[src/shared/mlb_pkg.sv]
// Package: constants and types for the multiplexed local bus interface
package mlb_pkg;
  localparam logic [3:0] IO_UPPER_ADDR  = 4'h0;
  localparam logic [1:0] SEG_ALT_DATA   = 2'h0;
  localparam logic [1:0] SEG_STACK      = 2'h1;
  localparam logic [1:0] SEG_CODE       = 2'h2;
  localparam logic [1:0] SEG_DATA       = 2'h3;
  localparam logic       STATUS_MSB_VAL = 1'h0;
  localparam logic [7:0] RST_BYTE       = 8'h00;
  localparam logic [3:0] RST_NIBBLE     = 4'h0;
  typedef enum logic [2:0] {ST_IDLE, ST_T1, ST_T2, ST_T3, ST_TW, ST_T4} mlb_state_t;
endpackage

[src/hdl/mlb_bus_unit.sv]
// Multiplexed local bus cycle engine of an 8-bit processor
// Overview of operation
// - Low byte carries address in T1, data in T2, T3, Tw and T4.
// - Low byte floats during interrupt acknowledge and hold acknowledge.
// - Middle address byte holds address bits 8 to 15 throughout T1 to T4.
// - Memory cycle T1 drives address bits 19 to 16 on upper lines.
// - I/O cycle T1 drives all four upper lines low.
// - Upper lines carry status during T2, T3, Tw and T4.
// - Top status bit is always low.
// - Second status bit shows interrupt enable flag, refreshed every clock.
// - Two lowest status bits encode segment in use.
// - Read strobe low during T2, T3 and Tw of read cycles.
// - Interrupt request sampled in last clock of each instruction.
// - Wait-for-poll continues when poll low, else idles until low.
// - Poll input synchronised every rising clock edge before use.
// - Latch strobe pulses high in T1 of every cycle, never floats.
// - Write strobe low during T2, T3 and Tw of write cycles.
// - Space select high for I/O, low for memory.
`timescale 1ns/1ps
`default_nettype none
module mlb_bus_unit
(
  input  wire logic        I_CLK,
  input  wire logic        I_RESETN,
  input  wire logic        I_REQ,
  input  wire logic        I_REQ_WRITE,
  input  wire logic        I_REQ_IO,
  input  wire logic        I_REQ_INTA,
  input  wire logic [19:0] I_REQ_ADDR,
  input  wire logic [7:0]  I_REQ_WDATA,
  input  wire logic [1:0]  I_SEGMENT,
  input  wire logic        I_IRQ_ENABLE_FLAG,
  input  wire logic        I_INSTR_LAST_CLK,
  input  wire logic        I_WAIT_POLL_EXEC,
  input  wire logic        I_HOLD_ACK,
  input  wire logic        I_READY,
  input  wire logic        I_MASKABLE_IRQ_REQUEST,
  input  wire logic        I_POLL_N,
  input  wire logic [7:0]  I_MUXED_ADDR_DATA_LOW,
  output logic [7:0]  O_MUXED_ADDR_DATA_LOW,
  output logic        O_MUXED_ADDR_DATA_LOW_OE,
  output logic [7:0]  O_MID_ADDRESS_BYTE,
  output logic        O_MID_ADDRESS_BYTE_OE,
  output logic [3:0]  O_UPPER_ADDR_STATUS,
  output logic        O_UPPER_ADDR_STATUS_OE,
  output logic        O_ADDR_LATCH,
  output logic        O_READ_N,
  output logic        O_WRITE_N,
  output logic        O_IO_SELECT,
  output logic        O_CTRL_OE,
  output logic        O_BUSY,
  output logic        O_DONE,
  output logic [7:0]  O_RDATA,
  output logic        O_IRQ_TAKE,
  output logic        O_POLL_STALL
);

  // ----------------------------------------
  // Input synchronisers
  // ----------------------------------------
  logic [1:0] ready_sync_r;
  logic [1:0] irq_sync_r;
  logic [1:0] poll_sync_r;
  logic [7:0] din_s1_r;
  logic [7:0] din_s2_r;

  always_ff @(posedge I_CLK or negedge I_RESETN)
  begin
    if (!I_RESETN)
    begin
      ready_sync_r <= 2'h0;
      irq_sync_r   <= 2'h0;
      poll_sync_r  <= 2'h3;
      din_s1_r     <= mlb_pkg::RST_BYTE;
      din_s2_r     <= mlb_pkg::RST_BYTE;
    end
    else
    begin
      ready_sync_r <= {ready_sync_r[0], I_READY};
      irq_sync_r   <= {irq_sync_r[0], I_MASKABLE_IRQ_REQUEST};
      poll_sync_r  <= {poll_sync_r[0], I_POLL_N};
      din_s1_r     <= I_MUXED_ADDR_DATA_LOW;
      din_s2_r     <= din_s1_r;
    end
  end

  // ----------------------------------------
  // Bus cycle sequencer
  // ----------------------------------------
  mlb_pkg::mlb_state_t state_r;
  logic        wr_r;
  logic        io_r;
  logic        inta_r;
  logic [19:0] addr_r;
  logic [7:0]  wdata_r;

  always_ff @(posedge I_CLK or negedge I_RESETN)
  begin
    if (!I_RESETN)
      state_r <= mlb_pkg::ST_IDLE;
    else
      case (state_r)
        mlb_pkg::ST_IDLE: if (I_REQ && !I_HOLD_ACK) state_r <= mlb_pkg::ST_T1;
        mlb_pkg::ST_T1:   state_r <= mlb_pkg::ST_T2;
        mlb_pkg::ST_T2:   state_r <= mlb_pkg::ST_T3;
        mlb_pkg::ST_T3,
        mlb_pkg::ST_TW:   state_r <= ready_sync_r[1] ? mlb_pkg::ST_T4 : mlb_pkg::ST_TW;
        mlb_pkg::ST_T4:   state_r <= mlb_pkg::ST_IDLE;
        default:          state_r <= mlb_pkg::ST_IDLE;
      endcase
  end

  always_ff @(posedge I_CLK or negedge I_RESETN)
  begin
    if (!I_RESETN)
    begin
      wr_r    <= 1'h0;
      io_r    <= 1'h0;
      inta_r  <= 1'h0;
      addr_r  <= 20'h00000;
      wdata_r <= mlb_pkg::RST_BYTE;
    end
    else if (state_r == mlb_pkg::ST_IDLE && I_REQ && !I_HOLD_ACK)
    begin
      wr_r    <= I_REQ_WRITE & ~I_REQ_INTA;
      io_r    <= I_REQ_IO;
      inta_r  <= I_REQ_INTA;
      addr_r  <= I_REQ_ADDR;
      wdata_r <= I_REQ_WDATA;
    end
  end

  // ----------------------------------------
  // Next pin values, registered
  // ----------------------------------------
  logic       in_cycle;
  logic       strobe_ph;
  mlb_pkg::mlb_state_t state_nxt;
  logic [7:0] ad_nxt;
  logic       ad_oe_nxt;
  logic [3:0] up_nxt;

  always_comb
  begin
    state_nxt = state_r;
    case (state_r)
      mlb_pkg::ST_IDLE: if (I_REQ && !I_HOLD_ACK) state_nxt = mlb_pkg::ST_T1;
      mlb_pkg::ST_T1:   state_nxt = mlb_pkg::ST_T2;
      mlb_pkg::ST_T2:   state_nxt = mlb_pkg::ST_T3;
      mlb_pkg::ST_T3,
      mlb_pkg::ST_TW:   state_nxt = ready_sync_r[1] ? mlb_pkg::ST_T4 : mlb_pkg::ST_TW;
      mlb_pkg::ST_T4:   state_nxt = mlb_pkg::ST_IDLE;
      default:          state_nxt = mlb_pkg::ST_IDLE;
    endcase
    in_cycle  = (state_nxt != mlb_pkg::ST_IDLE);
    strobe_ph = (state_nxt == mlb_pkg::ST_T2) || (state_nxt == mlb_pkg::ST_T3) || (state_nxt == mlb_pkg::ST_TW);
    ad_nxt    = (state_nxt == mlb_pkg::ST_T1) ? I_REQ_ADDR[7:0] : wdata_r;
    ad_oe_nxt = in_cycle && !I_HOLD_ACK
                && ((state_nxt == mlb_pkg::ST_T1) ? !I_REQ_INTA : (!inta_r && wr_r));
    if (state_nxt == mlb_pkg::ST_T1)
      up_nxt = I_REQ_IO ? mlb_pkg::IO_UPPER_ADDR : I_REQ_ADDR[19:16];
    else
      up_nxt = {mlb_pkg::STATUS_MSB_VAL, I_IRQ_ENABLE_FLAG, I_SEGMENT};
  end

  always_ff @(posedge I_CLK or negedge I_RESETN)
  begin
    if (!I_RESETN)
    begin
      O_MUXED_ADDR_DATA_LOW    <= mlb_pkg::RST_BYTE;
      O_MUXED_ADDR_DATA_LOW_OE <= 1'h0;
      O_MID_ADDRESS_BYTE       <= mlb_pkg::RST_BYTE;
      O_MID_ADDRESS_BYTE_OE    <= 1'h0;
      O_UPPER_ADDR_STATUS      <= mlb_pkg::RST_NIBBLE;
      O_UPPER_ADDR_STATUS_OE   <= 1'h0;
      O_ADDR_LATCH             <= 1'h0;
      O_READ_N                 <= 1'h1;
      O_WRITE_N                <= 1'h1;
      O_IO_SELECT              <= 1'h0;
      O_CTRL_OE                <= 1'h0;
    end
    else
    begin
      O_MUXED_ADDR_DATA_LOW    <= ad_nxt;
      O_MUXED_ADDR_DATA_LOW_OE <= ad_oe_nxt;
      if (state_nxt == mlb_pkg::ST_T1)
        O_MID_ADDRESS_BYTE <= I_REQ_ADDR[15:8];
      O_MID_ADDRESS_BYTE_OE    <= !I_HOLD_ACK;
      O_UPPER_ADDR_STATUS      <= up_nxt;
      O_UPPER_ADDR_STATUS_OE   <= !I_HOLD_ACK;
      O_ADDR_LATCH             <= (state_nxt == mlb_pkg::ST_T1);
      O_READ_N                 <= !(strobe_ph && !wr_r && !inta_r);
      O_WRITE_N                <= !(strobe_ph && wr_r);
      if (state_nxt == mlb_pkg::ST_T1)
        O_IO_SELECT <= I_REQ_IO;
      O_CTRL_OE                <= !I_HOLD_ACK;
    end
  end

  // ----------------------------------------
  // Completion, interrupt sampling and poll wait
  // ----------------------------------------
  always_ff @(posedge I_CLK or negedge I_RESETN)
  begin
    if (!I_RESETN)
    begin
      O_BUSY       <= 1'h0;
      O_DONE       <= 1'h0;
      O_RDATA      <= mlb_pkg::RST_BYTE;
      O_IRQ_TAKE   <= 1'h0;
      O_POLL_STALL <= 1'h0;
    end
    else
    begin
      O_BUSY       <= in_cycle;
      O_DONE       <= (state_r == mlb_pkg::ST_T4);
      if (state_r == mlb_pkg::ST_T4 && !wr_r)
        O_RDATA <= din_s2_r;
      O_IRQ_TAKE   <= I_INSTR_LAST_CLK && irq_sync_r[1];
      O_POLL_STALL <= I_WAIT_POLL_EXEC && poll_sync_r[1];
    end
  end

  // ----------------------------------------
  // Assertions
  // ----------------------------------------
  AST_LATCH_T1: assert property (@(posedge I_CLK) disable iff (!I_RESETN)
    O_ADDR_LATCH |-> $past(state_nxt) == mlb_pkg::ST_T1 && state_r == mlb_pkg::ST_T1)
    else $error("latch strobe outside T1");
  AST_CYCLE_ORDER: assert property (@(posedge I_CLK) disable iff (!I_RESETN)
    state_r == mlb_pkg::ST_T1 |=> state_r == mlb_pkg::ST_T2 ##1 state_r == mlb_pkg::ST_T3)
    else $error("cycle order broken");
  AST_WAIT_READY: assert property (@(posedge I_CLK) disable iff (!I_RESETN)
    (state_r == mlb_pkg::ST_T3 && !ready_sync_r[1]) |=> state_r == mlb_pkg::ST_TW)
    else $error("wait state missing");
  AST_STATUS_MSB: assert property (@(posedge I_CLK) disable iff (!I_RESETN)
    (state_r == mlb_pkg::ST_T3) |-> !O_UPPER_ADDR_STATUS[3])
    else $error("status msb not low");
  AST_IO_T1_LOW: assert property (@(posedge I_CLK) disable iff (!I_RESETN)
    (state_r == mlb_pkg::ST_T1 && io_r) |-> O_UPPER_ADDR_STATUS == mlb_pkg::IO_UPPER_ADDR)
    else $error("io upper lines not low");
  AST_READ_STROBE: assert property (@(posedge I_CLK) disable iff (!I_RESETN)
    (state_r == mlb_pkg::ST_T2 && !wr_r && !inta_r) |-> !O_READ_N && O_WRITE_N)
    else $error("read strobe wrong");
  AST_WRITE_STROBE: assert property (@(posedge I_CLK) disable iff (!I_RESETN)
    (state_r == mlb_pkg::ST_T4) |-> O_WRITE_N && O_READ_N)
    else $error("strobe held in T4");
  AST_MID_STABLE: assert property (@(posedge I_CLK) disable iff (!I_RESETN)
    (state_r == mlb_pkg::ST_T2) |-> O_MID_ADDRESS_BYTE == addr_r[15:8] && $stable(O_MID_ADDRESS_BYTE))
    else $error("middle byte not stable");
  AST_HOLD_FLOAT: assert property (@(posedge I_CLK) disable iff (!I_RESETN)
    $past(I_HOLD_ACK) |-> !O_MID_ADDRESS_BYTE_OE && !O_UPPER_ADDR_STATUS_OE && !O_MUXED_ADDR_DATA_LOW_OE)
    else $error("bus not released in hold");
  AST_POLL: assert property (@(posedge I_CLK) disable iff (!I_RESETN)
    (I_WAIT_POLL_EXEC && poll_sync_r[1]) |=> O_POLL_STALL)
    else $error("poll stall missing");

endmodule
`default_nettype wire

[config.mk]
export PLATFORM = sky130hd
export DESIGN_NAME = mlb_bus_unit
export DESIGN_NICKNAME = d
export VERILOG_FILES = /design/src/shared/mlb_pkg.sv /design/src/hdl/mlb_bus_unit.sv
export SDC_FILE = /design/constraint.sdc
export NUM_CORES = 1
export LEC_CHECK = 0
export BUFFER_PORTS_ARGS = -buffer_cell sky130_fd_sc_hd__buf_2
export CAP_MARGIN = 20
export CELL_PAD_IN_SITES_DETAIL_PLACEMENT = 1
export CELL_PAD_IN_SITES_GLOBAL_PLACEMENT = 2
export CORE_ASPECT_RATIO = 0.9
export CORE_MARGIN = 4
export CORE_UTILIZATION = 33
export CTS_BUF_LIST = sky130_fd_sc_hd__clkbuf_16
export DETAILED_ROUTE_END_ITERATION = 10
export PLACE_DENSITY_LB_ADDON = 0.15
export RECOVER_POWER = 25
export SKIP_CTS_REPAIR_TIMING = 1
export SYNTH_ARGS = -nofsm -noshare
export SYNTH_HDL_FRONTEND = slang
export SYNTH_SLANG_ARGS = --single-unit
[constraint.sdc]
create_clock -name I_CLK -period 2.9 [get_ports I_CLK]
set_input_delay 0.145 -clock I_CLK [delete_from_list [all_inputs] [get_ports I_CLK]]
set_output_delay 0.145 -clock I_CLK [all_outputs]
set_load 0.1 [all_outputs]
==> results_dict.tcl <==
set metrics [dict create \
    clockBufferDepth 2 \
    path_cells "nor4b_4, and2_4, mux2_2" \
    yosys.area.top_type "dfrtp_1" \
    synthCells 157 \
    cts_sinks 73 \
    hold_path_end "O_IRQ_TAKE$_DFF_PN0_" \
    synth.cells.most_frequent "dfrtp_1 (69), mux2_4 (27), mux2_2 (10), nor2_1 (6), inv_1 (5)" \
    syn_avg_cell_area_um2 17.3 \
    antennaDiodeCount 0 \
    met3_wirelength_um 559 \
    synth_cell_types 29 \
    wl_per_cell_um 14.6 \
    track_usage_pct 11.4 \
    worstHoldPathType "input port to flip-flop" \
    die_area_um2 9760 \
    crit_type "flip-flop to flip-flop" \
    synth_seq_cells 73 \
    setup_viol_count_final 0 \
    cts_inserted_buffers 9 \
    failed_checks "max-capacitance violations, max-slew violations" \
    layout_min_cycle_time_ns 1.90 \
    crit_family "simple AND/OR/NAND/NOR gates" \
    drc 0 \
    cp_max_fo 32 \
    final-hold-violation-count 0 \
    hp-start "I_INSTR_LAST_CLK" \
    wirelength_met1_um 2320 \
    antenna_found_initial 0 \
    synthArstFlopShare_pct 100 \
    synth_edf_count 0 \
    critPathBufInv 0 \
    vias_per_cell 4.33 \
    vias 1586 \
    whs_path_depth 2 \
    start_util_pct 33.9 \
    outcome "finished with violations" \
    layout.nets 313 \
    final.fill_count 842 \
    portBuffers 90 \
    yosys.area.top_type_share_pct 63.5 \
    hpwlAfterDp_um 3670 \
    grt_pass1_wl_um 8420 \
    tightest_slew_ns 1.77 \
    arrival_ns 2.12 \
    grt_max_degree 74 \
    root_buffer "clkbuf_16" \
    dr.pass1.iters 4 \
    grt.overflow.total 0 \
    critPathCaptureType "flip-flop" \
    topRoutingLayerUsed "met4" \
    r2r_start "state_r[1]$_DFF_PN0_" \
    synthTopCellsByArea "dfrtp_1 (64%), mux2_4 (15%), mux2_2 (4.1%), dfstp_2 (3.9%), buf_12 (2.9%)" \
    synthesis.nets 208 \
    die_w_um 104 \
    multi_input_area_um2 762 \
    finClkSkew_ns 0.00572 \
    clk_pin_slew_worst_paths_ns 0.06 \
    seqCellArea_um2 1830 \
    htreeDepth 3 \
    rsz0062_at_grt "no" \
    slew_viol_final 74 \
    max_slew_margin_pct -17.7 \
    r2r_setup_slack_ns 1.0 \
    wl_met2_um 2390 \
    ys_warn_count 0 \
    grt_pass1_vias 1678 \
    cp_data_required_time_ns 3.11 \
    cap_violations 1 \
    reg2reg_to "wdata_r[3]$_DFFE_PN0P_" \
    crit_slowest_cell "and2_4" \
    ff2ff_path_depth 3 \
    fmax_mhz 525 \
    core_area_um2 8030 \
    drt_wl_total_um 5330 \
    place_congestion 0.783 \
    drtIter0Drc 37 \
    ys_seq_area_share_pct 67.4 \
    die_h_um 94.1 \
    area.growth.synth_to_final_pct 31.9 \
    drive_gt1_share_pct 55.1 \
    cpPeakStageDelay_ns 0.56 \
    clk_latency_ns 0.33 \
    synth_ff_type "dfrtp_1" \
    finalSetupTns_ns 0 \
    min_period_over_period_pct 65.7 \
    yosysMostFrequentCell "dfrtp_1" \
    critPathLaunchType "flip-flop" \
    synthesis.area_um2 2720 \
    rows 31 \
    ios 91 \
    postRouteAntennaNets 0 \
    cts_tree "built" \
]
==> logic make-up after synthesis <==
kind of cell	after synthesis	synth area share, %
buffers and inverters	12	4.60
AND/OR/NAND/NOR	24	6.07
flip-flops	73	67.4
AO/OA/AOI/OAI	10	2.53
multiplexers	38	19.4
==> placed cells by master, fill, tap and decap left out, types with 4 or more instances in the layout <==
| master | count |
|---|---|
| buf_2 | 85 |
| dfrtp_1 | 69 |
| mux2_4 | 27 |
| dlygate4sd3_1 | 11 |
| mux2_2 | 10 |
| clkbuf_16 | 9 |
| inv_1 | 6 |
| nor2_1 | 6 |
| dfstp_2 | 4 |
| clkbuf_1 | 4 |
==> worst max-delay path by stage <==
stage                          from                 endpoint  slack [ns]  depth (start not counted)
2_1_floorplan  state_r[0]$_DFF_PN0_  O_IO_SELECT$_DFFE_PN0P_        1.30                          6
3_3_place_gp   state_r[0]$_DFF_PN0_   wdata_r[3]$_DFFE_PN0P_        1.03                          3
3_5_place_dp   state_r[0]$_DFF_PN0_   wdata_r[3]$_DFFE_PN0P_        0.98                          3
4_1_cts        state_r[0]$_DFF_PN0_   wdata_r[4]$_DFFE_PN0P_        0.98                          3
5_1_grt        state_r[0]$_DFF_PN0_   wdata_r[3]$_DFFE_PN0P_        0.92                          3
6_report       state_r[1]$_DFF_PN0_   wdata_r[3]$_DFFE_PN0P_         1.0                          3
==> sequential cells by signal (all words and copies together), names as in the netlist <==
| signal | cells |
|---|---|
| wr_r | 1 |
| O_UPPER_ADDR_STATUS | 4 |
| O_CTRL_OE | 1 |
| O_BUSY | 1 |
| din_s1_r | 8 |
| poll_sync_r | 2 |
| irq_sync_r | 2 |
| din_s2_r | 8 |
| O_MUXED_ADDR_DATA_LOW | 8 |
| O_RDATA | 8 |
| O_POLL_STALL | 1 |
| O_IRQ_TAKE | 1 |
| O_READ_N | 1 |
| O_IO_SELECT | 1 |
| O_MUXED_ADDR_DATA_LOW_OE | 1 |
| O_ADDR_LATCH | 1 |
| inta_r | 1 |
| wdata_r | 8 |
| O_DONE | 1 |
| O_MID_ADDRESS_BYTE | 8 |
| ready_sync_r | 2 |
| O_WRITE_N | 1 |
| state_r | 3 |
==> metrics by stage <==
step | util (%) | instance area (µm²) | worst slack, ns | hold WS (ns) | std cells
global placement | 39.7 | 3190 | 1.03 | 0.252 | 339
global route | 44.7 | 3590 | 0.918 | 0.0143 | 366
floorplan | - | 2720 | 1.30 | -0.151 | 157
detailed placement | 39.7 | 3190 | 0.983 | 0.255 | 339
finish | 44.7 | 3590 | 0.996 | 0.0281 | 366
CTS | 43.4 | 3480 | 0.985 | -0.0948 | 355
==> worst reg2reg max path: stages (launching register included) <==
cell,delay [ns]
dfrtp_1,0.47
nor4b_4,0.35
and2_4,0.56
mux2_2,0.42
==> routing by layer <==
layer,track usage [%],vias to the layer above
met2,16.6,65
met4,4.65,0
met1,13.5,777
met5,0,-
met3,7.22,6
li1,-,738
==> layout make-up <==
class	count	area share, %
Clock inverter	7	1.95
Inverter	5	0.523
Multi-Input combinational cell	72	21.2
Clock buffer	9	6.28
Tap cell	99	3.45
Timing Repair Buffer	101	15.5
Sequential cell	73	51.1
Power is not shown: default switching activity piles up to over one toggle a cycle in this logic, so the estimate is an artifact.
